## src/pkg/dhf_pkg.sv

```systemverilog
// Shared constants and types for the dual Hall fault supervisor
package dhf_pkg;
	localparam int DHF_NCH = 2;
	localparam int DHF_CLK_HZ = 40_000_000;
	// Shutdown qualification delay in microseconds, and its cycle count rounded up
	localparam int DHF_SHDN_US = 40;
	localparam int DHF_SHDN_CYC = (DHF_SHDN_US * DHF_CLK_HZ + 999_999) / 1_000_000;
	localparam int DHF_BLANK_CYC = 64;
	localparam int DHF_BLANK_W = 16;
	localparam int DHF_SHDN_W = 12;
	localparam int DHF_SYNC_W = 13;
	localparam int DHF_ADDR_W = 4;

	// Register byte offsets
	localparam logic [3:0] DHF_CTRL_OFS = 4'h0;
	localparam logic [3:0] DHF_STAT_OFS = 4'h4;
	localparam logic [3:0] DHF_EVT_OFS = 4'h8;
	// Control bit: one-shot restart of latched short-to-ground channels
	localparam int DHF_CTRL_RESTART_BIT = 0;
	localparam logic [1:0] DHF_EVT_RST = 2'h0;

	// Status field positions
	localparam int DHF_ST_A_LSB = 0;
	localparam int DHF_ST_B_LSB = 3;
	localparam int DHF_LVL_LSB = 6;
	localparam int DHF_SUPPLY_BIT = 8;
	localparam int DHF_SHDN_BIT = 9;
	localparam int DHF_MODE_BIT = 10;
	localparam int DHF_ERR_BIT = 11;
	localparam int DHF_OUT_LSB = 12;

	localparam logic [1:0] DHF_RESP_OKAY = 2'h0;
	localparam logic [1:0] DHF_RESP_SLVERR = 2'h2;

	// Diagnostic fault codes on the output pair
	localparam logic [1:0] DHF_CODE_NONE = 2'h0;
	localparam logic [1:0] DHF_CODE_OPEN = 2'h1;
	localparam logic [1:0] DHF_CODE_SHBAT = 2'h2;
	localparam logic [1:0] DHF_CODE_SHGND = 2'h3;

	typedef enum logic [2:0] {
		DHF_CH_OFF,
		DHF_CH_BLANK,
		DHF_CH_RUN,
		DHF_CH_OPEN,
		DHF_CH_SHBAT,
		DHF_CH_SHGND
	} dhf_ch_state_t;

	// Comparator results of one loop input
	typedef struct packed {
		logic cur_hi;
		logic cur_lo;
		logic open;
		logic short_bat;
		logic short_gnd;
	} dhf_cmp_t;

	// Current source controls of one loop input
	typedef struct packed {
		logic supply_en;
		logic pullup_en;
	} dhf_drive_t;
endpackage : dhf_pkg

```

## src/core/dhf_core.sv

```systemverilog
// Dual Hall loop fault supervisor with output encoding and AXI4-Lite registers
`timescale 1ns/100ps
module dhf_core
	import dhf_pkg::*;
#(
	parameter int BLANK_CYCLES = DHF_BLANK_CYC,
	parameter int SHDN_CYCLES = DHF_SHDN_CYC
) (
	// Clock and reset
	input wire logic aclk,
	input wire logic aresetn,
	// AXI4-Lite slave
	input wire logic [DHF_ADDR_W-1:0] s_axi_awaddr,
	input wire logic s_axi_awvalid,
	output logic s_axi_awready,
	input wire logic [31:0] s_axi_wdata,
	input wire logic [3:0] s_axi_wstrb,
	input wire logic s_axi_wvalid,
	output logic s_axi_wready,
	output logic [1:0] s_axi_bresp,
	output logic s_axi_bvalid,
	input wire logic s_axi_bready,
	input wire logic [DHF_ADDR_W-1:0] s_axi_araddr,
	input wire logic s_axi_arvalid,
	output logic s_axi_arready,
	output logic [31:0] s_axi_rdata,
	output logic [1:0] s_axi_rresp,
	output logic s_axi_rvalid,
	input wire logic s_axi_rready,
	// Analog front end comparators, supply window and loop current drives
	input wire dhf_cmp_t sensor_loop_a,
	input wire dhf_cmp_t sensor_loop_b,
	input wire logic supply_in_range,
	output dhf_drive_t drive_a,
	output dhf_drive_t drive_b,
	// Host control pins
	input wire logic mode_select,
	input wire logic output_enable,
	// Open-drain outputs: value is always low, enable low pulls the pin down
	output logic sensor_out_a,
	output logic sensor_out_a_oe_n,
	output logic sensor_out_b,
	output logic sensor_out_b_oe_n,
	output logic error_flag_n,
	output logic error_flag_n_oe_n
);

	////////////////////////////////////////////////////////////////////////////
	// Input synchronisers

	logic [DHF_SYNC_W-1:0] raw_in;
	logic [DHF_SYNC_W-1:0] s1_reg;
	logic [DHF_SYNC_W-1:0] s2_reg;
	logic [DHF_SYNC_W-1:0] s3_reg;
	logic [DHF_SYNC_W-1:0] filt_reg;
	dhf_cmp_t cmp_f [DHF_NCH];
	logic supply_f;
	logic mode_f;
	logic oe_f;
	logic mode_q_reg;
	logic oe_q_reg;
	logic mode_fall;
	logic mode_rise;
	logic oe_rise;

	assign raw_in = {sensor_loop_b, sensor_loop_a, supply_in_range, mode_select, output_enable};

	always_ff @(posedge aclk) begin
		if (!aresetn) begin
			s1_reg <= '0;
			s2_reg <= '0;
			s3_reg <= '0;
			filt_reg <= '0;
		end else begin
			s1_reg <= raw_in;
			s2_reg <= s1_reg;
			s3_reg <= s2_reg;
			// A rise counts only once stages two and three agree; a fall counts as soon as they differ
			filt_reg <= (s2_reg & s3_reg) | (filt_reg & ~(s2_reg ^ s3_reg));
		end
	end

	assign oe_f = filt_reg[0];
	assign mode_f = filt_reg[1];
	assign supply_f = filt_reg[2];
	assign cmp_f[0] = filt_reg[7:3];
	assign cmp_f[1] = filt_reg[12:8];

	// edges taken from the filtered value
	always_ff @(posedge aclk) begin
		if (!aresetn) begin
			mode_q_reg <= 1'b0;
			oe_q_reg <= 1'b0;
		end else begin
			mode_q_reg <= mode_f;
			oe_q_reg <= oe_f;
		end
	end

	assign mode_fall = mode_q_reg & ~mode_f;
	assign mode_rise = ~mode_q_reg & mode_f;
	assign oe_rise = ~oe_q_reg & oe_f;

	////////////////////////////////////////////////////////////////////////////
	// Shutdown control

	logic shdn_reg;
	logic [DHF_SHDN_W-1:0] shdn_cnt_reg;
	logic shdn_arm;
	logic restart_reg;
	logic off_cond;

	assign shdn_arm = ~oe_f & ~mode_f & ~shdn_reg;
	// Channels are unpowered while the supply is bad or the part sleeps
	assign off_cond = ~supply_f | shdn_reg;

	// qualify both pins low for the delay
	always_ff @(posedge aclk) begin
		if (!aresetn) begin
			shdn_cnt_reg <= '0;
		end else if (shdn_arm) begin
			shdn_cnt_reg <= shdn_cnt_reg + 1'b1;
		end else begin
			shdn_cnt_reg <= '0;
		end
	end

	always_ff @(posedge aclk) begin
		if (!aresetn) begin
			shdn_reg <= 1'b0;
		end else if (shdn_arm && shdn_cnt_reg == DHF_SHDN_W'(SHDN_CYCLES - 1)) begin
			shdn_reg <= 1'b1;
		end else if (shdn_reg && (oe_rise || mode_rise)) begin
			shdn_reg <= 1'b0;
		end
	end

	////////////////////////////////////////////////////////////////////////////
	// Per-channel supervision

	dhf_ch_state_t st_reg [DHF_NCH];
	logic [1:0] code [DHF_NCH];
	logic [DHF_NCH-1:0] blank;
	logic [DHF_NCH-1:0] run;
	logic [DHF_NCH-1:0] level;
	logic [DHF_NCH-1:0] gnd_evt;
	dhf_drive_t drive_reg [DHF_NCH];

	for (genvar i = 0; i < DHF_NCH; i++) begin : g_ch
		dhf_ch_state_t st_next;
		logic [DHF_BLANK_W-1:0] blank_cnt_reg;
		logic level_reg;
		logic blank_done;

		assign blank_done = blank_cnt_reg == DHF_BLANK_W'(BLANK_CYCLES - 1);

		always_comb begin
			st_next = st_reg[i];
			// supply loss forces the channel off
			if (off_cond) begin
				st_next = DHF_CH_OFF;
			end else begin
				unique case (st_reg[i])
					DHF_CH_OFF: st_next = DHF_CH_BLANK;
					// ground short ignored while the load charges
					DHF_CH_BLANK: if (blank_done) st_next = DHF_CH_RUN;
					DHF_CH_RUN: begin
						if (cmp_f[i].short_gnd) begin
							st_next = DHF_CH_SHGND;
						end else if (cmp_f[i].open) begin
							st_next = DHF_CH_OPEN;
						// short to battery shuts the source
						end else if (cmp_f[i].short_bat) begin
							st_next = DHF_CH_SHBAT;
						end
					end
					DHF_CH_OPEN: if (!cmp_f[i].open) st_next = DHF_CH_BLANK;
					DHF_CH_SHBAT: if (!cmp_f[i].short_bat) st_next = DHF_CH_RUN;
					DHF_CH_SHGND: begin
						if (cmp_f[i].open) begin
							st_next = DHF_CH_OPEN;
						// restart on mode fall or software
						end else if (mode_fall || restart_reg) begin
							st_next = DHF_CH_BLANK;
						end
					end
					default: st_next = DHF_CH_OFF;
				endcase
			end
		end

		always_ff @(posedge aclk) begin
			if (!aresetn) begin
				st_reg[i] <= DHF_CH_OFF;
			end else begin
				st_reg[i] <= st_next;
			end
		end

		always_ff @(posedge aclk) begin
			if (!aresetn || st_reg[i] != DHF_CH_BLANK) begin
				blank_cnt_reg <= '0;
			end else begin
				blank_cnt_reg <= blank_cnt_reg + 1'b1;
			end
		end

		always_ff @(posedge aclk) begin
			if (!aresetn) begin
				level_reg <= 1'b0;
			end else if (cmp_f[i].cur_hi) begin
				level_reg <= 1'b1;
			end else if (cmp_f[i].cur_lo) begin
				level_reg <= 1'b0;
			end
		end

		// latched ground short keeps only the pullup
		always_ff @(posedge aclk) begin
			if (!aresetn) begin
				drive_reg[i] <= '0;
			end else begin
				drive_reg[i].supply_en <= st_next == DHF_CH_BLANK || st_next == DHF_CH_RUN;
				drive_reg[i].pullup_en <= st_next == DHF_CH_SHGND;
			end
		end

		assign blank[i] = st_reg[i] == DHF_CH_BLANK;
		assign run[i] = st_reg[i] == DHF_CH_RUN;
		assign level[i] = level_reg;
		assign gnd_evt[i] = st_next == DHF_CH_SHGND && st_reg[i] != DHF_CH_SHGND;
		assign code[i] = st_reg[i] == DHF_CH_OPEN ? DHF_CODE_OPEN :
			st_reg[i] == DHF_CH_SHBAT ? DHF_CODE_SHBAT :
			st_reg[i] == DHF_CH_SHGND ? DHF_CODE_SHGND : DHF_CODE_NONE;

	end

	assign drive_a = drive_reg[0];
	assign drive_b = drive_reg[1];

	////////////////////////////////////////////////////////////////////////////
	// Output encoding

	logic err_v;
	logic [1:0] pair_v;
	logic hiz;
	logic pin_low_reg;
	logic out_a_oe_n_reg;
	logic out_b_oe_n_reg;
	logic err_oe_n_reg;
	logic [2:0] lvl_reg;

	// codes formed from present state only
	always_comb begin
		err_v = 1'b1;
		pair_v = 2'b00;
		if (!mode_f) begin
			err_v = ~(~supply_f | (|blank) | (code[0] != DHF_CODE_NONE) |
				(code[1] != DHF_CODE_NONE) | (st_reg[0] == DHF_CH_OFF) |
				(st_reg[1] == DHF_CH_OFF));
			pair_v = {run[0] & level[0], run[1] & level[1]};
		end else if (!supply_f || (|blank) || st_reg[0] == DHF_CH_OFF ||
			st_reg[1] == DHF_CH_OFF) begin
			err_v = 1'b1;
			pair_v = 2'b00;
		end else if (code[0] != DHF_CODE_NONE || code[1] == DHF_CODE_NONE) begin
			err_v = 1'b0;
			pair_v = code[0];
		end else begin
			err_v = 1'b1;
			pair_v = code[1];
		end
	end

	assign hiz = ~oe_f | shdn_reg;

	always_ff @(posedge aclk) begin
		if (!aresetn) begin
			pin_low_reg <= 1'b0;
			out_a_oe_n_reg <= 1'b1;
			out_b_oe_n_reg <= 1'b1;
			err_oe_n_reg <= 1'b1;
			lvl_reg <= 3'h0;
		end else begin
			pin_low_reg <= 1'b0;
			out_a_oe_n_reg <= hiz | pair_v[1];
			out_b_oe_n_reg <= hiz | pair_v[0];
			err_oe_n_reg <= hiz | err_v;
			lvl_reg <= {err_v, pair_v};
		end
	end

	assign sensor_out_a = pin_low_reg;
	assign sensor_out_b = pin_low_reg;
	assign error_flag_n = pin_low_reg;
	assign sensor_out_a_oe_n = out_a_oe_n_reg;
	assign sensor_out_b_oe_n = out_b_oe_n_reg;
	assign error_flag_n_oe_n = err_oe_n_reg;

	////////////////////////////////////////////////////////////////////////////
	// AXI4-Lite register slave

	logic aw_hold_reg;
	logic w_hold_reg;
	logic [DHF_ADDR_W-1:0] awaddr_reg;
	logic [31:0] wdata_reg;
	logic [3:0] wstrb_reg;
	logic do_write;
	logic [1:0] evt_reg;
	logic [31:0] stat_word;

	assign do_write = aw_hold_reg & w_hold_reg & ~s_axi_bvalid;

	always_ff @(posedge aclk) begin
		if (!aresetn) begin
			aw_hold_reg <= 1'b0;
			w_hold_reg <= 1'b0;
			awaddr_reg <= '0;
			wdata_reg <= 32'h0;
			wstrb_reg <= 4'h0;
			s_axi_awready <= 1'b1;
			s_axi_wready <= 1'b1;
			s_axi_bvalid <= 1'b0;
			s_axi_bresp <= DHF_RESP_OKAY;
		end else begin
			if (s_axi_awvalid && s_axi_awready) begin
				aw_hold_reg <= 1'b1;
				awaddr_reg <= s_axi_awaddr;
				s_axi_awready <= 1'b0;
			end
			if (s_axi_wvalid && s_axi_wready) begin
				w_hold_reg <= 1'b1;
				wdata_reg <= s_axi_wdata;
				wstrb_reg <= s_axi_wstrb;
				s_axi_wready <= 1'b0;
			end
			if (do_write) begin
				aw_hold_reg <= 1'b0;
				w_hold_reg <= 1'b0;
				s_axi_bvalid <= 1'b1;
				s_axi_bresp <= (awaddr_reg[3:2] == DHF_STAT_OFS[3:2] ||
					awaddr_reg[3:2] == DHF_CTRL_OFS[3:2] ||
					awaddr_reg[3:2] == DHF_EVT_OFS[3:2]) ? DHF_RESP_OKAY : DHF_RESP_SLVERR;
			end
			if (s_axi_bvalid && s_axi_bready) begin
				s_axi_bvalid <= 1'b0;
				s_axi_awready <= 1'b1;
				s_axi_wready <= 1'b1;
			end
		end
	end

	// software restart pulse for latched channels
	always_ff @(posedge aclk) begin
		if (!aresetn) begin
			restart_reg <= 1'b0;
		end else begin
			restart_reg <= do_write && awaddr_reg[3:2] == DHF_CTRL_OFS[3:2] && wstrb_reg[0] &&
				wdata_reg[DHF_CTRL_RESTART_BIT];
		end
	end

	// Sticky ground-short events; a new event beats a same-cycle clear
	always_ff @(posedge aclk) begin
		if (!aresetn) begin
			evt_reg <= DHF_EVT_RST;
		end else if (do_write && awaddr_reg[3:2] == DHF_EVT_OFS[3:2] && wstrb_reg[0]) begin
			evt_reg <= (evt_reg & ~wdata_reg[1:0]) | gnd_evt;
		end else begin
			evt_reg <= evt_reg | gnd_evt;
		end
	end

	always_comb begin
		stat_word = 32'h0;
		stat_word[DHF_ST_A_LSB +: 3] = st_reg[0];
		stat_word[DHF_ST_B_LSB +: 3] = st_reg[1];
		stat_word[DHF_LVL_LSB +: 2] = level;
		stat_word[DHF_SUPPLY_BIT] = supply_f;
		stat_word[DHF_SHDN_BIT] = shdn_reg;
		stat_word[DHF_MODE_BIT] = mode_f;
		stat_word[DHF_ERR_BIT] = lvl_reg[2];
		stat_word[DHF_OUT_LSB +: 2] = lvl_reg[1:0];
	end

	always_ff @(posedge aclk) begin
		if (!aresetn) begin
			s_axi_arready <= 1'b1;
			s_axi_rvalid <= 1'b0;
			s_axi_rdata <= 32'h0;
			s_axi_rresp <= DHF_RESP_OKAY;
		end else if (s_axi_arvalid && s_axi_arready) begin
			s_axi_arready <= 1'b0;
			s_axi_rvalid <= 1'b1;
			s_axi_rresp <= DHF_RESP_OKAY;
			unique case (s_axi_araddr[3:2])
				DHF_CTRL_OFS[3:2]: s_axi_rdata <= 32'h0;
				DHF_STAT_OFS[3:2]: s_axi_rdata <= stat_word;
				DHF_EVT_OFS[3:2]: s_axi_rdata <= {30'h0, evt_reg};
				default: begin
					s_axi_rdata <= 32'h0;
					s_axi_rresp <= DHF_RESP_SLVERR;
				end
			endcase
		end else if (s_axi_rvalid && s_axi_rready) begin
			s_axi_rvalid <= 1'b0;
			s_axi_arready <= 1'b1;
		end
	end

endmodule : dhf_core

```

## config.mk

```make
export PLATFORM = sky130hd
export DESIGN_NAME = dhf_core
export DESIGN_NICKNAME = d
export VERILOG_FILES = /design/src/pkg/dhf_pkg.sv /design/src/core/dhf_core.sv
export SDC_FILE = /design/constraint.sdc
export NUM_CORES = 1
export LEC_CHECK = 0
export ABC_CLOCK_PERIOD_IN_PS = 2350
export BUFFER_PORTS_ARGS = -buffer_cell sky130_fd_sc_hd__buf_2
export CAP_MARGIN = 20
export CELL_PAD_IN_SITES_DETAIL_PLACEMENT = 1
export CELL_PAD_IN_SITES_GLOBAL_PLACEMENT = 2
export CORE_MARGIN = 4
export CORE_UTILIZATION = 36
export DETAILED_ROUTE_END_ITERATION = 8
export HOLD_SLACK_MARGIN = 0.08
export PLACE_DENSITY_LB_ADDON = 0.3
export SLEW_MARGIN = 5
export SYNTH_ARGS = -nofsm -noshare
export SYNTH_HDL_FRONTEND = slang
export SYNTH_SLANG_ARGS = --single-unit
export TNS_END_PERCENT = 100
```

## constraint.sdc

```tcl
create_clock -name aclk -period 2.35 [get_ports aclk]
set_input_delay 0.3525 -clock aclk [delete_from_list [all_inputs] [get_ports aclk]]
set_output_delay 0.3525 -clock aclk [all_outputs]
set_load 0.05 [all_outputs]
```

# ---- After elaboration in Yosys (flattened, before gate mapping)
# Memories as Yosys holds them, arrays and structs flattened.
# Cells that the tools add are included.
dict set report word_totals {
  reg_bits 160
  latchBits 0
  mem_bits_rw 10
  romBits 0
  in_bits 64
  n_memories 2
}
dict set report op_classes {
  add_sub_neg 3
  multipliers 0
  div_mod_pow 0
  n_lt_le_gt_ge 0
  eq_ne 27
  shifts 0
  muxes 54
  bitwise_logic 43
  reduce_logical 44
}
# name depth width read_ports rd_ports_with_merged_regs write_ports line_no
set mem_list {}
lappend mem_list {st_reg 2 3 2 0 2 dhf_core.sv:141} ;# dhf_ch_state_t st_reg [DHF_NCH];
lappend mem_list {drive_reg 2 2 2 0 2 dhf_core.sv:147} ;# dhf_drive_t drive_reg [DHF_NCH];
# cell count
set op_table {}
lappend op_table {{3-bit 2-to-1 mux} 20}
lappend op_table {{3-bit one-hot mux with 6 select lines} 2}
lappend op_table {{16-bit by 1-bit adder with 16-bit output (second input constant)} 2}
lappend op_table {{16-bit by 6-bit == test with 1-bit output (second input constant)} 2}
lappend op_table {{14-bit one-hot mux with 2 select lines} 1}
lappend op_table {{13-bit AND} 2}
lappend op_table {{2-bit 2-to-1 mux} 12}
lappend op_table {{1-bit 2-to-1 mux} 19}
lappend op_table {{3-bit by 2-bit == test with 1-bit output (second input constant)} 6}
lappend op_table {{3-bit == test (second input constant)} 6}
lappend op_table {{1-bit OR} 16}
lappend op_table {{1-bit logical AND} 14}
lappend op_table {{13-bit NOT} 1}
lappend op_table {{13-bit OR} 1}
lappend op_table {{13-bit bitwise XOR} 1}
lappend op_table {{12-bit by 1-bit adder with 12-bit output (second input constant)} 1}
lappend op_table {{12-bit by 11-bit == test with 1-bit output (second input constant)} 1}
lappend op_table {{3-bit by 1-bit == test with 1-bit output (second input constant)} 4}
lappend op_table {{1-bit logical OR} 12}
lappend op_table {{2-bit nonzero test} 6}
lappend op_table {{1-bit AND} 9}
lappend op_table {{1-bit NOT} 9}
lappend op_table {{2-bit logical NOT} 3}
lappend op_table {{3-bit logical NOT} 2}
lappend op_table {{11 further kinds} 19}

# ---- Longest topological paths before layout
# An unclocked memory read counts as a cell.
dict set report logic_depth {
  depth_word 13
  ltp_mapped 6
}

# ---- Worst setup path before layout
# Ideal clock, no wire load.
dict set report synth_path {
  path_kind {register -> register}
  from {register s_axi_arready}
  to {register s_axi_rdata[11]}
  arrival_ns 1.468
  required_ns 2.233
  setup_slack_ns 0.765
  stages_incl_launch_ff 5
  n_path_buf 1
  period_less_slack_ns 1.585
  cell_sequence {dfxtp_1 -> nand2_1 -> and2_1 -> clkbuf_1 -> a22o_1}
}
dict set report synth_via {
  elab_chain_cells 1
}
# element line_no
set synth_lines {}
lappend synth_lines {{start: declaration} dhf_core.sv:25} ;# output logic s_axi_arready,
lappend synth_lines {{start signal: assignment} dhf_core.sv:388} ;# s_axi_arready <= 1'b1;
lappend synth_lines {{start signal: assignment} dhf_core.sv:393} ;# s_axi_arready <= 1'b0;
lappend synth_lines {{start signal: assignment} dhf_core.sv:407} ;# s_axi_arready <= 1'b1;
lappend synth_lines {{1-bit logical AND} dhf_core.sv:392} ;# end else if (s_axi_arvalid && s_axi_arready) begin
lappend synth_lines {{end signal: assignment} dhf_core.sv:398} ;# DHF_STAT_OFS[3:2]: s_axi_rdata <= stat_word;
lappend synth_lines {{end signal: assignment} dhf_core.sv:399} ;# DHF_EVT_OFS[3:2]: s_axi_rdata <= {30'h0, evt_reg};
lappend synth_lines {{end: declaration} dhf_core.sv:26} ;# output logic [31:0] s_axi_rdata,
# No other way between the ends.
# A chain may end at the register's enable or synchronous reset.

==> metrics.txt <==
Worst path top cell family by delay compound AO/OA/AOI/OAI gates; 1st-iter DRT viols 162; register bit total from synthesis 148; Clock Latency Late Sink 0.41 ns; kind of end point of the critical path register; worst endpoint data arrival time 2.08 ns; Worst EP required 2.71 ns; Synth Area in Simple Gates 23.3%; Post-CTS Hold Buffers 0; Post-CTS Setup Inserts 0; Final WS setup 0.633 ns; CP Max Fanout 13; setup repair after global routing missed its margin false; worst path cell trace inv_2, o41a_1, a211oi_2, and2_1, a32o_1; P&R area growth vs syn 16.9%; share of the yosys chip area belonging to registers 50.6%; total gr overflow 0; die height 135 um; CTS resizes 0; gr usage total 14.4%; ys async rst share 0%; Routed Antenna Nets 0; Worst Tran Pin Value 0.655 ns; clk buf depth 2; post-synthesis instance area 5850 sq um; Power Dens Cells 820 nW/um^2; initial antenna violation count 0; root buf cell clkbuf_16; worst hold slack 0.144 ns; layout cells sized above 1 14.9%; Die Area 18,400 sq um; Clock Sinks 148; Mapped Cells 611; cell taking the most area after synthesis dfxtp_1; htree depth 4; area taken by multi-input logic gates 2650 sq um; Fillers 1,851; Avg Cell Area, Syn 9.58 sq um; synth unique cells 52; crit share post-route 73.1%; Max transition margin 56.2%; CTS buffer count 17; CP startpoint kind register; Starting Density 36.8%; CP max stage delay 0.60 ns; WL/cell 14.2 um; first-pass GRT wire length 21.2 mm; DRT Pass-1 Iters 4; Post-Place Setup Slack 0.546 ns; core area 15,900 sq um; crit path kind register to register; I/O Buffers 54; Via-to-Cell Ratio 4.71; slowest stage cell, crit path dfxtp_1; Synth Area in Adders 4.06%; largest net degree at the start of global routing 39; outcome finished, final reports clean; EDFF count, synth 0; FF+latch area 2960 sq um; RD Place Congestion 0.767; IR drop worst, VDD 0.000499 V; Routed WL 12.7 mm; CTS tree yes; Synth area leaders dfxtp_1 (51%), and2_1 (5.1%), ha_1 (4.1%); worst hold path type input port to register; Largest register FFs 32; minimum clock period 1.72 ns; Fmax 582 MHz; complex-gate fraction of the synthesized area 10.6%; Post-synth top flop dfxtp_1; XOR/XNOR Fraction of Synth Area 5.54%; max-cap violations 0; die width 135 um; Synth top area share 50.6%; Inserted Diodes 0; row count 46; max-slew violations 0; final setup TNS 0 ns; count of final hold-check violations 0; vias 4,213; Worst-path clk slew 0.06 ns; skew final 0.00913 ns; Final nets 748; Synth warnings 0; final setup fails 0; # IOs 115; CP bufs+invs 1; Leak 2.81 nW; main combinational cell family by area after synthesis simple AND/OR/NAND/NOR gates; vias in the first global route 4,418; drt drc 0; post-synthesis mux area share 0.171%; Detail Placement HPWL 9.17 mm
-- per-stage QoR --
| step | area (sq um) | power, W | utilization (%) | instances |
|---|---|---|---|---|
| floorplan | 5930 | 0.00286 | - | 633 |
| global placement | 6240 | 0.00289 | 39.3 | 862 |
| detailed placement | 6240 | 0.00290 | 39.3 | 862 |
| CTS | 6840 | 0.00568 | 43.1 | 894 |
| global route | 6840 | 0.00582 | 43.1 | 894 |
| finish | 6840 | 0.00561 | 43.1 | 894 |
-- metal layers --
metal | vias up | track usage [%] | share of wire, %
li1 | 2127 | - | -
met4 | 0 | 4.03 | 0.91
met5 | - | 0 | 0
met2 | 57 | 24.4 | 49
met3 | 9 | 4.38 | 3.9
met1 | 2020 | 17.7 | 47
-- logic make-up (layout without fill, tap and decap cells) --
group | Yosys count | count (layout)
AOI/OAI and AO/OA | 90 | 90
buffers and inverters | 61 | 106
DFF | 148 | 148
and+or+nand+nor | 254 | 254
muxes | 1 | 1
other | 1 | 23
xor gates and xnor gates | 37 | 37
adders and majority gates | 19 | 19
-- worst paths after layout --
path                 startpoint    endpoint  slack (ns)  cells past startpoint
setup / recovery   st_reg[1][2]  evt_reg[1]        0.63                      5
hold / removal    output_enable   s1_reg[0]        0.14                      2
setup reg to reg   st_reg[1][2]  evt_reg[1]        0.63                      5
hold reg to reg       s1_reg[5]   s2_reg[5]        0.43                      1
-- area by class of cell --
class / count / area share (%)
multi-input combinational: 424 / 38.7
clock buffer: 18 / 6.27
inverter: 17 / 0.933
tap: 216 / 3.95
clock inverter: 14 / 2.58
timing repair buffer: 57 / 4.28
sequential: 148 / 43.3
-- layout by cell type, fill, tap and decap left out, types with 3 or more instances in the layout --
cell type and count:
ha_1 19, o21ai_1 7, clkinvlp_4 4, a22o_1 11, bufinv_16 3, nor3_1 13, nor2b_1 24, or3_1 5
xnor2_1 12, a21boi_0 11, o21a_1 15, nor2_1 58, inv_6 3, dfxtp_1 148, and3_1 11, clkbuf_16 17
conb_1 23, nand4_1 9, and2_1 48, a21oi_1 17, nand3_1 27, inv_1 13, nand2b_1 8, nand2_1 32
inv_2 4, nor4_1 7, xor2_1 25, o21ai_0 12, buf_4 3, buf_2 54
-- power by group --
part           switching, W  leakage [nW]  internal (W)
sequential        0.0000297          1.20       0.00256
clock               0.00109         0.285       0.00168
combinational      0.000185          1.32     0.0000659
total               0.00130          2.81       0.00431
-- worst register-to-register path, cell delays in order, from the launching register on --
cell and delay (ns):
dfxtp_1 0.60, inv_2 0.08, o41a_1 0.44, a211oi_2 0.23, and2_1 0.20, a32o_1 0.12
-- synth_stat cells, types with 4 or more instances --
cell / n
dfxtp_1: 148
nor2_1: 58
and2_1: 48
nand2_1: 32
nand3_1: 27
xor2_1: 25
nor2b_1: 24
buf_4: 23
ha_1: 19
a21oi_1: 17
o21a_1: 15
clkbuf_1: 13
inv_1: 13
nor3_1: 13
o21ai_0: 12
xnor2_1: 12
a21boi_0: 11
a22o_1: 11
and3_1: 11
nand4_1: 9
buf_2: 8
nand2b_1: 8
nor4_1: 7
o21ai_1: 7
or3_1: 5
inv_2: 4
Power figures use the tool's default switching activity.
